[config.mk]
export PLATFORM = sky130hd
export DESIGN_NAME = pfm_top
export DESIGN_NICKNAME = d
export VERILOG_FILES = /design/src/rtl/pfm_pkg.sv /design/src/rtl/pfm_top.sv /design/src/rtl/pfm_cfg_mem.sv
export SDC_FILE = /design/constraint.sdc
export NUM_CORES = 1
export LEC_CHECK = 0
export BUFFER_PORTS_ARGS = -buffer_cell sky130_fd_sc_hd__buf_2
export CAP_MARGIN = 20
export CELL_PAD_IN_SITES_DETAIL_PLACEMENT = 1
export CELL_PAD_IN_SITES_GLOBAL_PLACEMENT = 1
export CORE_UTILIZATION = 39
export CTS_BUF_LIST = sky130_fd_sc_hd__clkbuf_16
export DETAILED_ROUTE_END_ITERATION = 7
export PLACE_DENSITY = 0.82
export SYNTH_ARGS = -nofsm -noshare
export SYNTH_HDL_FRONTEND = slang
export SYNTH_SLANG_ARGS = --single-unit
[constraint.sdc]
create_clock -name clk -period 2.6 [get_ports clk]
set_input_delay 0.52 -clock clk [delete_from_list [all_inputs] [get_ports clk]]
set_output_delay 0.52 -clock clk [all_outputs]
set_load 0.01 [all_outputs]
[src/rtl/pfm_pkg.sv]
// Package: constants and types for the pad function multiplexer
// Functional notes
// RULE_01: Select code 00..11 picks alt function 0..3
// RULE_02: Input reaches peripherals only when buffer enabled
// RULE_03: Pad inputs fan out; select picks shared input
// RULE_04: Reset configuration holds until software changes it
// RULE_05: Interrupt override beats any alternate function
// RULE_06: Pads reset to GPIO except debug pads
// RULE_07: Data-out pad resets to alt two
// RULE_08: Data-out pad as GPIO drives output immediately
// RULE_09: Wakeup pads also feed external interrupts
// RULE_10: Restricted wakeup pads cannot exit standby
// RULE_11: Software keeps input buffer off where flagged
// RULE_12: Empty alternate slot leaves pad undriven
package pfm_pkg;

  // ----------------------------------------
  // Register map (byte addresses)
  // ----------------------------------------
  localparam logic [11:0] PFM_CFG_BASE = 12'h0000;
  localparam logic [11:0] PFM_SEL_ADDR = 12'h0400;
  localparam logic [11:0] PFM_GPO_ADDR = 12'h0404;
  localparam logic [11:0] PFM_PIN_ADDR = 12'h0408;
  localparam logic [11:0] PFM_STBY_ADDR = 12'h040C;

  // ----------------------------------------
  // Config register field positions
  // ----------------------------------------
  localparam int PFM_ALT_LSB = 0;
  localparam int PFM_OBE_BIT = 2;
  localparam int PFM_IBE_BIT = 3;
  localparam int PFM_NMI_BIT = 4;

  // ----------------------------------------
  // Reset values
  // ----------------------------------------
  localparam logic [4:0] PFM_RST_GPIO = 5'h00;
  // Debug data-out pad: alt two, output buffer enable set
  localparam logic [4:0] PFM_RST_TDO = 5'h06;
  // Debug input pads: alt two, input buffer on (pulled up)
  localparam logic [4:0] PFM_RST_DBGIN = 5'h0A;
  localparam int PFM_TDI_PAD = 0;
  localparam int PFM_TDO_PAD = 1;
  localparam int PFM_TCK_PAD = 2;
  localparam int PFM_TMS_PAD = 3;

  // Pad configuration word
  typedef struct packed {
    logic nmi_sel;
    logic input_buffer_enable;
    logic output_buffer_enable;
    logic [1:0] pad_alt_select;
  } pfm_cfg_t;

  // Decoded alternate function
  typedef enum logic [1:0] {
    PFM_ALT_ZERO,
    PFM_ALT_ONE,
    PFM_ALT_TWO,
    PFM_ALT_THREE
  } pfm_alt_t;

  // AXI4-Lite responses
  localparam logic [1:0] PFM_RESP_OKAY = 2'h0;
  localparam logic [1:0] PFM_RESP_SLVERR = 2'h2;

endpackage

[src/rtl/pfm_top.sv]
// Pad function multiplexer with AXI4-Lite configuration registers
`timescale 1ns/1ps
module pfm_top
  import pfm_pkg::*;
#(
  parameter int PADS = 8,
  parameter int SHARED_INS = 2
)
(
  // Clock, reset, enable
  input wire logic clk,
  input wire logic sys_rst,
  input wire logic clk_en,
  // AXI4-Lite write
  input wire logic [11:0] s_axi_awaddr,
  input wire logic s_axi_awvalid,
  output logic s_axi_awready,
  input wire logic [31:0] s_axi_wdata,
  input wire logic [3:0] s_axi_wstrb,
  input wire logic s_axi_wvalid,
  output logic s_axi_wready,
  output logic [1:0] s_axi_bresp,
  output logic s_axi_bvalid,
  input wire logic s_axi_bready,
  // AXI4-Lite read
  input wire logic [11:0] s_axi_araddr,
  input wire logic s_axi_arvalid,
  output logic s_axi_arready,
  output logic [31:0] s_axi_rdata,
  output logic [1:0] s_axi_rresp,
  output logic s_axi_rvalid,
  input wire logic s_axi_rready,
  // Peripheral output functions, one vector per alternate slot
  input wire logic [PADS-1:0] alt_out [4],
  input wire logic [PADS-1:0] alt_oe [4],
  input wire logic [PADS-1:0] alt_present [4],
  input wire logic [PADS-1:0] nmi_out,
  input wire logic [PADS-1:0] nmi_oe,
  // Pad side
  input wire logic [PADS-1:0] pad_in,
  output logic [PADS-1:0] pad_out,
  output logic [PADS-1:0] pad_oe,
  // Peripheral input side
  output logic [PADS-1:0] periph_in,
  output logic [SHARED_INS-1:0] shared_in,
  input wire logic [PADS-1:0] wkup_restrict,
  input wire logic standby,
  output logic [PADS-1:0] wakeup_in,
  output logic [PADS-1:0] ext_irq_in,
  output logic [PADS-1:0] standby_exit
);

  localparam int IW = $clog2(PADS);

  // Elaboration check: pad vectors and selects must fit one bus word
  if (PADS < 4 || PADS > 32 || SHARED_INS < 1 || IW*SHARED_INS > 32)
  begin : g_param_chk
    $error("pfm_top: unsupported PADS or SHARED_INS");
  end

  // ----------------------------------------
  // Bus slave
  // ----------------------------------------
  typedef enum {WR_IDLE, WR_RESP} pfm_wr_st_t;
  typedef enum {RD_IDLE, RD_WAIT, RD_LOAD, RD_RESP} pfm_rd_st_t;

  pfm_wr_st_t wst_r, wst_nxt;
  pfm_rd_st_t rst_r, rst_nxt;
  logic aw_got_r, aw_got_nxt, w_got_r, w_got_nxt;
  logic [11:0] awaddr_r, awaddr_nxt, araddr_r, araddr_nxt;
  logic [31:0] wdata_r, wdata_nxt, rdata_r, rdata_nxt;
  logic [3:0] wstrb_r, wstrb_nxt;
  logic [1:0] bresp_r, bresp_nxt, rresp_r, rresp_nxt;
  logic [IW*SHARED_INS-1:0] sel_r, sel_nxt;
  logic [PADS-1:0] gpo_r, gpo_nxt;
  logic awrdy_r, wrdy_r, ardy_r, bv_r, rv_r;
  logic mem_we;
  logic [IW-1:0] mem_ridx;
  logic [4:0] mem_rdata;
  pfm_cfg_t [PADS-1:0] cfg;

  // Address decode helpers
  function automatic logic is_cfg(input logic [11:0] a);
    return a[11:2] < 10'(PADS);
  endfunction

  function automatic logic is_reg(input logic [11:0] a);
    return is_cfg(a) || a == PFM_SEL_ADDR || a == PFM_GPO_ADDR ||
      a == PFM_PIN_ADDR || a == PFM_STBY_ADDR;
  endfunction

  pfm_cfg_mem #(.PADS(PADS)) u_mem (
    .clk(clk),
    .sys_rst(sys_rst),
    .clk_en(clk_en),
    .wr_en(mem_we),
    .wr_idx(awaddr_r[IW+1:2]),
    .wr_data(wdata_r[4:0]),
    .rd_idx(mem_ridx),
    .rd_data(mem_rdata),
    .cfg_all(cfg)
  );

  // Write channel: address and data in either order
  always_comb
  begin
    wst_nxt = wst_r;
    aw_got_nxt = aw_got_r;
    w_got_nxt = w_got_r;
    awaddr_nxt = awaddr_r;
    wdata_nxt = wdata_r;
    wstrb_nxt = wstrb_r;
    bresp_nxt = bresp_r;
    sel_nxt = sel_r;
    gpo_nxt = gpo_r;
    mem_we = 1'b0;
    case (wst_r)
      WR_IDLE:
      begin
        // Only a real handshake takes a beat, never a bare valid
        if (s_axi_awvalid && awrdy_r)
        begin
          aw_got_nxt = 1'b1;
          awaddr_nxt = s_axi_awaddr;
        end
        if (s_axi_wvalid && wrdy_r)
        begin
          w_got_nxt = 1'b1;
          wdata_nxt = s_axi_wdata;
          wstrb_nxt = s_axi_wstrb;
        end
        if (aw_got_r && w_got_r)
        begin
          bresp_nxt = is_reg(awaddr_r) ? PFM_RESP_OKAY : PFM_RESP_SLVERR;
          // Config word lives in the low byte lane
          mem_we = is_cfg(awaddr_r) && wstrb_r[0];
          if (awaddr_r == PFM_SEL_ADDR && wstrb_r[0])
            sel_nxt = wdata_r[IW*SHARED_INS-1:0];
          if (awaddr_r == PFM_GPO_ADDR && wstrb_r[0])
            gpo_nxt = wdata_r[PADS-1:0];
          aw_got_nxt = 1'b0;
          w_got_nxt = 1'b0;
          wst_nxt = WR_RESP;
        end
      end
      WR_RESP:
        if (s_axi_bready)
          wst_nxt = WR_IDLE;
      default:
        wst_nxt = WR_IDLE;
    endcase
  end

  // Read channel: two wait states, index settles then memory answers
  always_comb
  begin
    rst_nxt = rst_r;
    araddr_nxt = araddr_r;
    rdata_nxt = rdata_r;
    rresp_nxt = rresp_r;
    mem_ridx = araddr_r[IW+1:2];
    case (rst_r)
      RD_IDLE:
        if (s_axi_arvalid && ardy_r)
        begin
          araddr_nxt = s_axi_araddr;
          rst_nxt = RD_WAIT;
        end
      RD_WAIT:
        rst_nxt = RD_LOAD;
      RD_LOAD:
      begin
        rresp_nxt = is_reg(araddr_r) ? PFM_RESP_OKAY : PFM_RESP_SLVERR;
        rdata_nxt = 32'h0000_0000;
        if (is_cfg(araddr_r))
          rdata_nxt[4:0] = mem_rdata;
        else if (araddr_r == PFM_SEL_ADDR)
          rdata_nxt[IW*SHARED_INS-1:0] = sel_r;
        else if (araddr_r == PFM_GPO_ADDR)
          rdata_nxt[PADS-1:0] = gpo_r;
        else if (araddr_r == PFM_PIN_ADDR)
          rdata_nxt[PADS-1:0] = pad_in;
        else if (araddr_r == PFM_STBY_ADDR)
          rdata_nxt[PADS-1:0] = standby_exit;
        rst_nxt = RD_RESP;
      end
      RD_RESP:
        if (s_axi_rready)
          rst_nxt = RD_IDLE;
      default:
        rst_nxt = RD_IDLE;
    endcase
  end

  // Bus state registers
  always_ff @(posedge clk)
  begin
    if (sys_rst)
    begin
      wst_r <= WR_IDLE;
      rst_r <= RD_IDLE;
      aw_got_r <= 1'b0;
      w_got_r <= 1'b0;
      awaddr_r <= 12'h000;
      araddr_r <= 12'h000;
      wdata_r <= 32'h0000_0000;
      rdata_r <= 32'h0000_0000;
      wstrb_r <= 4'h0;
      bresp_r <= PFM_RESP_OKAY;
      rresp_r <= PFM_RESP_OKAY;
      sel_r <= '0;
      gpo_r <= '0;
    end
    else if (clk_en)
    begin
      wst_r <= wst_nxt;
      rst_r <= rst_nxt;
      aw_got_r <= aw_got_nxt;
      w_got_r <= w_got_nxt;
      awaddr_r <= awaddr_nxt;
      araddr_r <= araddr_nxt;
      wdata_r <= wdata_nxt;
      rdata_r <= rdata_nxt;
      wstrb_r <= wstrb_nxt;
      bresp_r <= bresp_nxt;
      rresp_r <= rresp_nxt;
      sel_r <= sel_nxt;
      gpo_r <= gpo_nxt;
    end
  end

  // Ready/valid are flops; readies drop once the beat is held
  assign s_axi_awready = awrdy_r;
  assign s_axi_wready = wrdy_r;
  assign s_axi_arready = ardy_r;
  assign s_axi_bvalid = bv_r;
  assign s_axi_rvalid = rv_r;
  assign s_axi_bresp = bresp_r;
  assign s_axi_rresp = rresp_r;
  assign s_axi_rdata = rdata_r;

  // Handshake flags registered from next-state values
  always_ff @(posedge clk)
  begin
    if (sys_rst)
    begin
      awrdy_r <= 1'b0;
      wrdy_r <= 1'b0;
      ardy_r <= 1'b0;
      bv_r <= 1'b0;
      rv_r <= 1'b0;
    end
    else if (clk_en)
    begin
      awrdy_r <= wst_nxt == WR_IDLE && !aw_got_nxt && !(aw_got_r && w_got_r);
      wrdy_r <= wst_nxt == WR_IDLE && !w_got_nxt && !(aw_got_r && w_got_r);
      ardy_r <= rst_nxt == RD_IDLE;
      bv_r <= wst_nxt == WR_RESP;
      rv_r <= rst_nxt == RD_RESP;
    end
  end

  // ----------------------------------------
  // Pad muxing
  // ----------------------------------------
  logic [PADS-1:0] pout_nxt, poe_nxt, pin_nxt, wk_nxt, sx_nxt;
  logic [SHARED_INS-1:0] sh_nxt;

  // Output select, input gating and wakeup fan-out
  always_comb
  begin
    for (int p = 0; p < PADS; p++)
    begin
      pfm_alt_t alt;
      alt = pfm_alt_t'(cfg[p].pad_alt_select); // RULE_01
      pout_nxt[p] = 1'b0;
      poe_nxt[p] = 1'b0;
      if (cfg[p].nmi_sel)
      begin
        pout_nxt[p] = nmi_out[p]; // RULE_05
        poe_nxt[p] = nmi_oe[p]; // RULE_05
      end
      else if (alt == PFM_ALT_ZERO)
      begin
        // GPIO: buffer enable steers the driver at once
        pout_nxt[p] = gpo_r[p];
        poe_nxt[p] = cfg[p].output_buffer_enable; // RULE_08
      end
      else if (alt_present[alt][p])
      begin
        // Peripheral owns direction; buffer enable ignored here
        pout_nxt[p] = alt_out[alt][p]; // RULE_07
        poe_nxt[p] = alt_oe[alt][p];
      end
      else
        poe_nxt[p] = 1'b0; // RULE_12
      pin_nxt[p] = pad_in[p] & cfg[p].input_buffer_enable; // RULE_02 RULE_03
      wk_nxt[p] = pin_nxt[p];
      sx_nxt[p] = pin_nxt[p] & standby & ~wkup_restrict[p]; // RULE_10
    end
    for (int s = 0; s < SHARED_INS; s++)
      sh_nxt[s] = pin_nxt[sel_r[s*IW +: IW]]; // RULE_03
  end

  // Pad and peripheral registers
  always_ff @(posedge clk)
  begin
    if (sys_rst)
    begin
      pad_out <= '0;
      pad_oe <= '0; // RULE_04
      periph_in <= '0;
      shared_in <= '0;
      wakeup_in <= '0;
      ext_irq_in <= '0;
      standby_exit <= '0;
    end
    else if (clk_en)
    begin
      pad_out <= pout_nxt;
      pad_oe <= poe_nxt;
      periph_in <= pin_nxt;
      shared_in <= sh_nxt;
      wakeup_in <= wk_nxt; // RULE_09
      ext_irq_in <= wk_nxt; // RULE_09
      standby_exit <= sx_nxt;
    end
  end

endmodule

[src/rtl/pfm_cfg_mem.sv]
// Memory holding the per-pad configuration words
`timescale 1ns/1ps
module pfm_cfg_mem
  import pfm_pkg::*;
#(
  parameter int PADS = 8
)
(
  // Clock and reset
  input wire logic clk,
  input wire logic sys_rst,
  input wire logic clk_en,
  // Write port
  input wire logic wr_en,
  input wire logic [$clog2(PADS)-1:0] wr_idx,
  input wire logic [4:0] wr_data,
  // Read port, registered data
  input wire logic [$clog2(PADS)-1:0] rd_idx,
  output logic [4:0] rd_data,
  // Whole table for the muxing logic
  output pfm_cfg_t [PADS-1:0] cfg_all
);

  pfm_cfg_t [PADS-1:0] mem_r;
  pfm_cfg_t [PADS-1:0] mem_nxt;
  logic [4:0] rd_nxt;

  // Reset image: debug pads come up in their debug role
  function automatic logic [4:0] rst_word(input int i);
    if (i == PFM_TDO_PAD)
      return PFM_RST_TDO;
    if (i == PFM_TDI_PAD || i == PFM_TCK_PAD || i == PFM_TMS_PAD)
      return PFM_RST_DBGIN;
    return PFM_RST_GPIO;
  endfunction

  // Next table and read data
  always_comb
  begin
    mem_nxt = mem_r;
    if (wr_en)
      mem_nxt[wr_idx] = wr_data;
    rd_nxt = mem_r[rd_idx];
  end

  // Reset holds the documented configuration
  always_ff @(posedge clk)
  begin
    if (sys_rst)
    begin
      for (int i = 0; i < PADS; i++)
        mem_r[i] <= rst_word(i); // RULE_04 RULE_06 RULE_07
      rd_data <= 5'h00;
    end
    else if (clk_en)
    begin
      mem_r <= mem_nxt;
      rd_data <= rd_nxt;
    end
  end

  assign cfg_all = mem_r;

endmodule

* After elaboration in Yosys (flattened, before gate mapping)
Cells that the tools add are included.
** Storage, ports and cells
- Register bits :: 209
- Output and inout port bits :: 91
- Logic and storage cells :: 329
** Cells by class
- Reduce and logical (&&, ||, !) cells :: 46
- Bitwise gates (word level) :: 40
- Equal/unequal tests :: 14
- Mux-type cells :: 158
- Magnitude comparators :: 15
** Operators by type and width (number)
- $bmux W8 S2 :: 24
- $logic_not A32 Y1 :: 4
- $mux W32 :: 4
- $pmux W32 S4 :: 1
- $eq A12 B11 Y1 const B :: 8
- $eq A32 B2 Y1 const B :: 3
- $mux W8 :: 9
- $mux W1 :: 65
- $eq A32 B1 Y1 const B :: 2
- $pmux W32 S2 :: 1
- $mux W20 :: 3
- $mux W5 :: 9
- $mux W6 :: 7
- $mux W7 :: 6
- $bwmux W40 :: 1
- $eq A32 B3 Y1 const B :: 1
- $mux W4 :: 7
- $and A1 B1 Y1 :: 24
- $ge A3 B3 Y1 const B :: 8
- $mux W3 :: 8
- $not A2 Y3 :: 8
- $lt A10 B4 Y1 const B :: 2
- $mux W2 :: 9
- $logic_not A2 Y1 :: 8
- 13 further kinds :: 51

* Longest topological paths before layout
- Depth in word-level cells :: 8
- Mapped depth :: 6

* By module
Synthesis repeated with hierarchy kept, for this count alone.
** Unflattened totals
- Cells, all modules :: 986
- Area total of the unflattened synthesis :: 9799.4 um^2
** By module, submodules not included
- pfm_top :: area each 7532.2 um^2, cells each 780, instances 1
- pfm_cfg_mem :: area each 2267.2 um^2, cells each 206, instances 1

* Least setup slack after synthesis
Ideal clock, no wire load.
- Path kind :: reg-to-reg
- Start point :: register wst_r[29]
- End point :: register u_mem.mem_r, in the netlist u_mem.cfg_all[0], enable pin
- Clock period less this slack :: 2.210 ns
- Library setup time :: 0.377 ns
- Cell stages (with the launch flop) :: 7
- Path slack :: 0.390 ns
- Data arrival time :: 1.833 ns
- Path buffers :: 2
- Cells stage by stage :: dfxtp_1 -> nor4_1 -> and4_1 -> buf_2 -> buf_1 -> nand4_1 -> nand2_1
** On the way
- Word-level cells in the longest chain between the ends :: 4
** Ends and longest elaborated chain
- from (decl) :: line pfm_top.sv:67 : pfm_wr_st_t wst_r, wst_nxt;
- from (signal assigned) :: line pfm_top.sv:216 : wst_r <= wst_nxt;
- $logic_not A32 Y1 :: line pfm_top.sv:117 : case (wst_r)
- $mux W1 :: line pfm_top.sv:117
- $reduce_bool A2 Y1 (no line)
- $reduce_and A2 Y1 (no line)
- to (signal, indexed assignment) :: line pfm_cfg_mem.sv:52 : mem_r[i] <= rst_word(i);
- to (signal assigned) :: line pfm_cfg_mem.sv:57 : mem_r <= mem_nxt;
- to (decl) :: line pfm_cfg_mem.sv:24 : pfm_cfg_t [PADS-1:0] mem_r;
No other way between the ends.
A chain may end at the register's enable or synchronous reset.

* Worst setup path after layout
- Start point :: register rst_r[12]
- End point :: register rdata_r[3], in the netlist s_axi_rdata[3]
** On the way
- Word-level cells in the longest chain between the ends :: 2
** Ends and longest elaborated chain
- from (decl) :: line pfm_top.sv:68 : pfm_rd_st_t rst_r, rst_nxt;
- from (signal assigned) :: line pfm_top.sv:217 : rst_r <= rst_nxt;
- $eq A32 B2 Y1 :: line pfm_top.sv:162 : case (rst_r)
- $reduce_and A2 Y1 (no line)
- to (signal assigned) :: line pfm_top.sv:223 : rdata_r <= rdata_nxt;
- to (decl) :: line pfm_top.sv:71 : logic [31:0] wdata_r, wdata_nxt, rdata_r, rdata_nxt;
No other way between the ends.

==> flow_summary.yaml <==
yosys:
  synthesis.area_um2: 9740
  yosys.area.top_type: "sky130_fd_sc_hd__dfxtp_1"
  ys_seq_elements: 207
  post-synth-top-area-fraction_pct: 38.4
  synthesis.instances: 953
  synth_async_sr_flop_share_pct: 0
  synthSimpleGateAreaFrac_pct: 20.5
  synth_fa_ha_area_share_pct: 0
  yosysUniqueCellTypes: 55
  yosysSeqAreaShare_pct: 44.6
  synthMuxAreaShare_pct: 18.1
  synthesized_area_fraction_occupied_by_xor_and_xnor_cells_pct: 0
  syn_area_per_cell_um2: 10.2
  area_fraction_in_compound_gates_after_synthesis_pct: 9.99
  synth-edff-count: 20
  yosys_warns: 0
  synth_ff_type: "sky130_fd_sc_hd__dfxtp_1"
  synth_top_cells_by_area: "sky130_fd_sc_hd__dfxtp_1, sky130_fd_sc_hd__mux2i_1, sky130_fd_sc_hd__mux4_2, sky130_fd_sc_hd__edfxtp_1, sky130_fd_sc_hd__nand2_1"
  largest_family_of_logic_cells_by_synthesized_area: "simple AND/OR/NAND/NOR gates"
power_and_ir_drop:
  total_power_w: 0.00742
  power.static_leakage_nw: 4.88
  worst_ir_drop_vdd_uv: 450
  pd_cells_nw_per_um2: 629
  sequentialPowerShare_pct: 45.1
  power.clock.fraction_pct: 47.4
  switching_share_pct: 23.5
  total_switching_power_w: 0.00174
  p_comb_share_pct: 7.5
  internal_power_w: 0.00567
setup_path:
  worstSetupPathType: "reg -> reg"
  crit_path_start_kind: "flop"
  critPathArrivalTime_ps: 2430
  end_kind: "flop"
  critical_path_required_ps: 3010
  highest_net_fanout_along_the_worst_path: 13
placed_design:
  detailedPlace.worstSlack_ps: 344
  placedCellCount: 1433
  routability_congestion_estimate_from_global_placement: 0.812
  number_of_input_and_output_port_buffers_inserted: 222
  hpwlAfterDp_um: 20900
  placement.cell_area_um2: 10900
timing:
  grt_setup_unrepaired: "false"
  worst_slew_pin_slew_ps: 734
  finalWorstSetupSlack_ps: 581
  final-hold-violation-count: 0
  relSlewSlack_pct: 50.9
  post-route-min-period_ps: 2020
  final-max-slew-violation-count: 0
  setup_viol: 0
  setup_tns_after_final_layout_ps: 0
  final.setup_skew_ps: 17.0
  upper_clock_frequency_limit_mhz: 495
  min_period_over_period_pct: 77.6
cts:
  cts_hold_repair.buffers: 0
  post_cts_buffers: 0
  cts.repair.resized: 0
  cts-htree-levels: 1
  worst_setup_hold_path_clk_slew_ps: 60
  clock_latency_ps: 520
  numClockSinks: 207
  cts_root_buffer: "sky130_fd_sc_hd__clkbuf_16"
  cts_made_buffers: 24
  clockBufferDepth: 3
  cts_tree: "built"
status:
  status: "finished, final reports clean"
global_route:
  global_route.usage.total_pct: 22.1
  global_route.overflow_total: 0
  grt_pass1_wl_um: 45400
  first_global_vias: 8488
  antenna_found_initial: 2
  grt_start_max_net_pins: 65
routing:
  routed-via-count: 8163
  route.detailed.drc: 0
  wire_per_inst_um: 19.4
  dr.pass1.iters: 5
  drt_iter0_drc: 519
  viasPerCell: 5.52
  ant_nets: 0
  totalWireLength_um: 28700
finish:
  drive_gt1_share_pct: 29.3
  final_design_area_no_fill_um2: 11800
  post_layout_nonfiller_instances: 1479
  area.growth.synth_to_final_pct: 21.0
  seq_area_um2: 4340
  num-fill-cells: 2760
  final_common_cell: "sky130_fd_sc_hd__buf_2"
  fin_nets: 1333
  combined_area_of_the_multi_input_logic_cells_um2: 4840
  layout.cells.most_common_list: "sky130_fd_sc_hd__buf_2, sky130_fd_sc_hd__dfxtp_1, sky130_fd_sc_hd__nand2_1"
floorplanning:
  ios: 288
  initial_core_util_pct: 39.9
  fp-row-count: 57
  dieArea_um2: 25600
  die_w_um: 160
  fp.coreArea_um2: 24400
  die_h_um: 160
hold_path:
  hold_class: "in -> reg"
run:
  timing.max_cap.violations: 0
layout make-up:
type,instances,share of cell area [%]
Sequential cell,207,36.9
Inverter,10,0.319
Timing Repair Buffer,249,11.2
Antenna cell,2,0.0425
Clock inverter,18,1.67
Multi-Input combinational cell,644,41.1
Tap cell,324,3.44
Clock buffer,25,5.31
kinds of logic after synthesis:
kind of cell           after synthesis
AND/OR/NAND/NOR                    347
flip-flops                         207
multiplexers                       136
AO/OA/AOI/OAI                      135
buffers and inverters              127
other                                1
stage by stage:
stage / hold WS [ps] / util (%)
floorplan: 430 / -
global placement: 440 / 44.8
detailed placement: 445 / 44.8
CTS: 240 / 48.2
global route: 260 / 48.3
finish: 248 / 48.3
worst paths after layout:
kind,startpoint,to,slack [ps],cells after the start
hold reg to reg,s_axi_rdata[2],s_axi_rdata[2],450,2
setup reg to reg,rst_r[12],s_axi_rdata[3],580,4
hold / removal,s_axi_wdata[3],wdata_r[3],250,3
setup / recovery,rst_r[12],s_axi_rdata[3],580,4
critical path: stages, from the launching register on:
cell and delay, ps:
sky130_fd_sc_hd__dfxtp_1 310, sky130_fd_sc_hd__nor4_1 380, sky130_fd_sc_hd__and4_1 570, sky130_fd_sc_hd__nand4_1 310, sky130_fd_sc_hd__o32ai_1 350
Yosys cell counts, types with 2 or more instances:
cell,count
sky130_fd_sc_hd__a22o_1,2
sky130_fd_sc_hd__a221oi_1,16
sky130_fd_sc_hd__nor3b_1,41
sky130_fd_sc_hd__or4_1,2
sky130_fd_sc_hd__mux2i_1,101
sky130_fd_sc_hd__nor2_1,52
sky130_fd_sc_hd__nand2b_1,4
sky130_fd_sc_hd__o21a_1,3
sky130_fd_sc_hd__nand2_1,104
sky130_fd_sc_hd__and2_1,38
sky130_fd_sc_hd__nor3_1,6
sky130_fd_sc_hd__clkbuf_1,55
sky130_fd_sc_hd__dfxtp_1,187
sky130_fd_sc_hd__edfxtp_1,20
sky130_fd_sc_hd__buf_4,42
sky130_fd_sc_hd__a2111oi_0,2
sky130_fd_sc_hd__nor2b_1,21
sky130_fd_sc_hd__nor4_1,18
sky130_fd_sc_hd__nor4_4,2
sky130_fd_sc_hd__a22oi_1,5
sky130_fd_sc_hd__nand3b_1,2
sky130_fd_sc_hd__a211oi_1,7
sky130_fd_sc_hd__inv_1,9
sky130_fd_sc_hd__nand4_4,6
sky130_fd_sc_hd__o31ai_1,24
sky130_fd_sc_hd__mux2_2,3
sky130_fd_sc_hd__nand3_1,3
sky130_fd_sc_hd__buf_1,6
sky130_fd_sc_hd__and4_1,6
sky130_fd_sc_hd__nand4_1,34
sky130_fd_sc_hd__o32ai_1,21
sky130_fd_sc_hd__mux4_2,32
sky130_fd_sc_hd__a21oi_1,41
sky130_fd_sc_hd__buf_2,14
sky130_fd_sc_hd__a2bb2oi_1,3
sky130_fd_sc_hd__a31oi_1,2
layer usage:
layer	up-vias	wire [um]	track usage, %
li1	3815	-	-
met1	4000	12400	28.5
met2	281	13800	37.5
met3	65	1780	4.13
met4	2	728	6.71
met5	-	11	0
power groups by stage:
stage	registers (W)	clock network, W	logic (W)
4_1_cts	0.00334	0.00358	0.000558
5_1_grt	0.00335	0.00372	0.000603
6_report	0.00334	0.00352	0.000555
2_1_floorplan	0.00339	0	0.000349
3_5_place_dp	0.00341	0	0.000555
3_3_place_gp	0.00341	0	0.000538
state kept, by name (all words and copies together) (netlist names), 2 cells and up:
signal	cells
awaddr_r	12
shared_in	2
standby_exit	8
pad_oe	8
wst_r	32
pad_out	8
rst_r	32
u_mem.rd_data	5
wdata_r	8
ext_irq_in	8
sel_r	6
gpo_r	8
u_mem.cfg_all	40
araddr_r	12
s_axi_rdata	8
(Power assumes the default switching activity.)
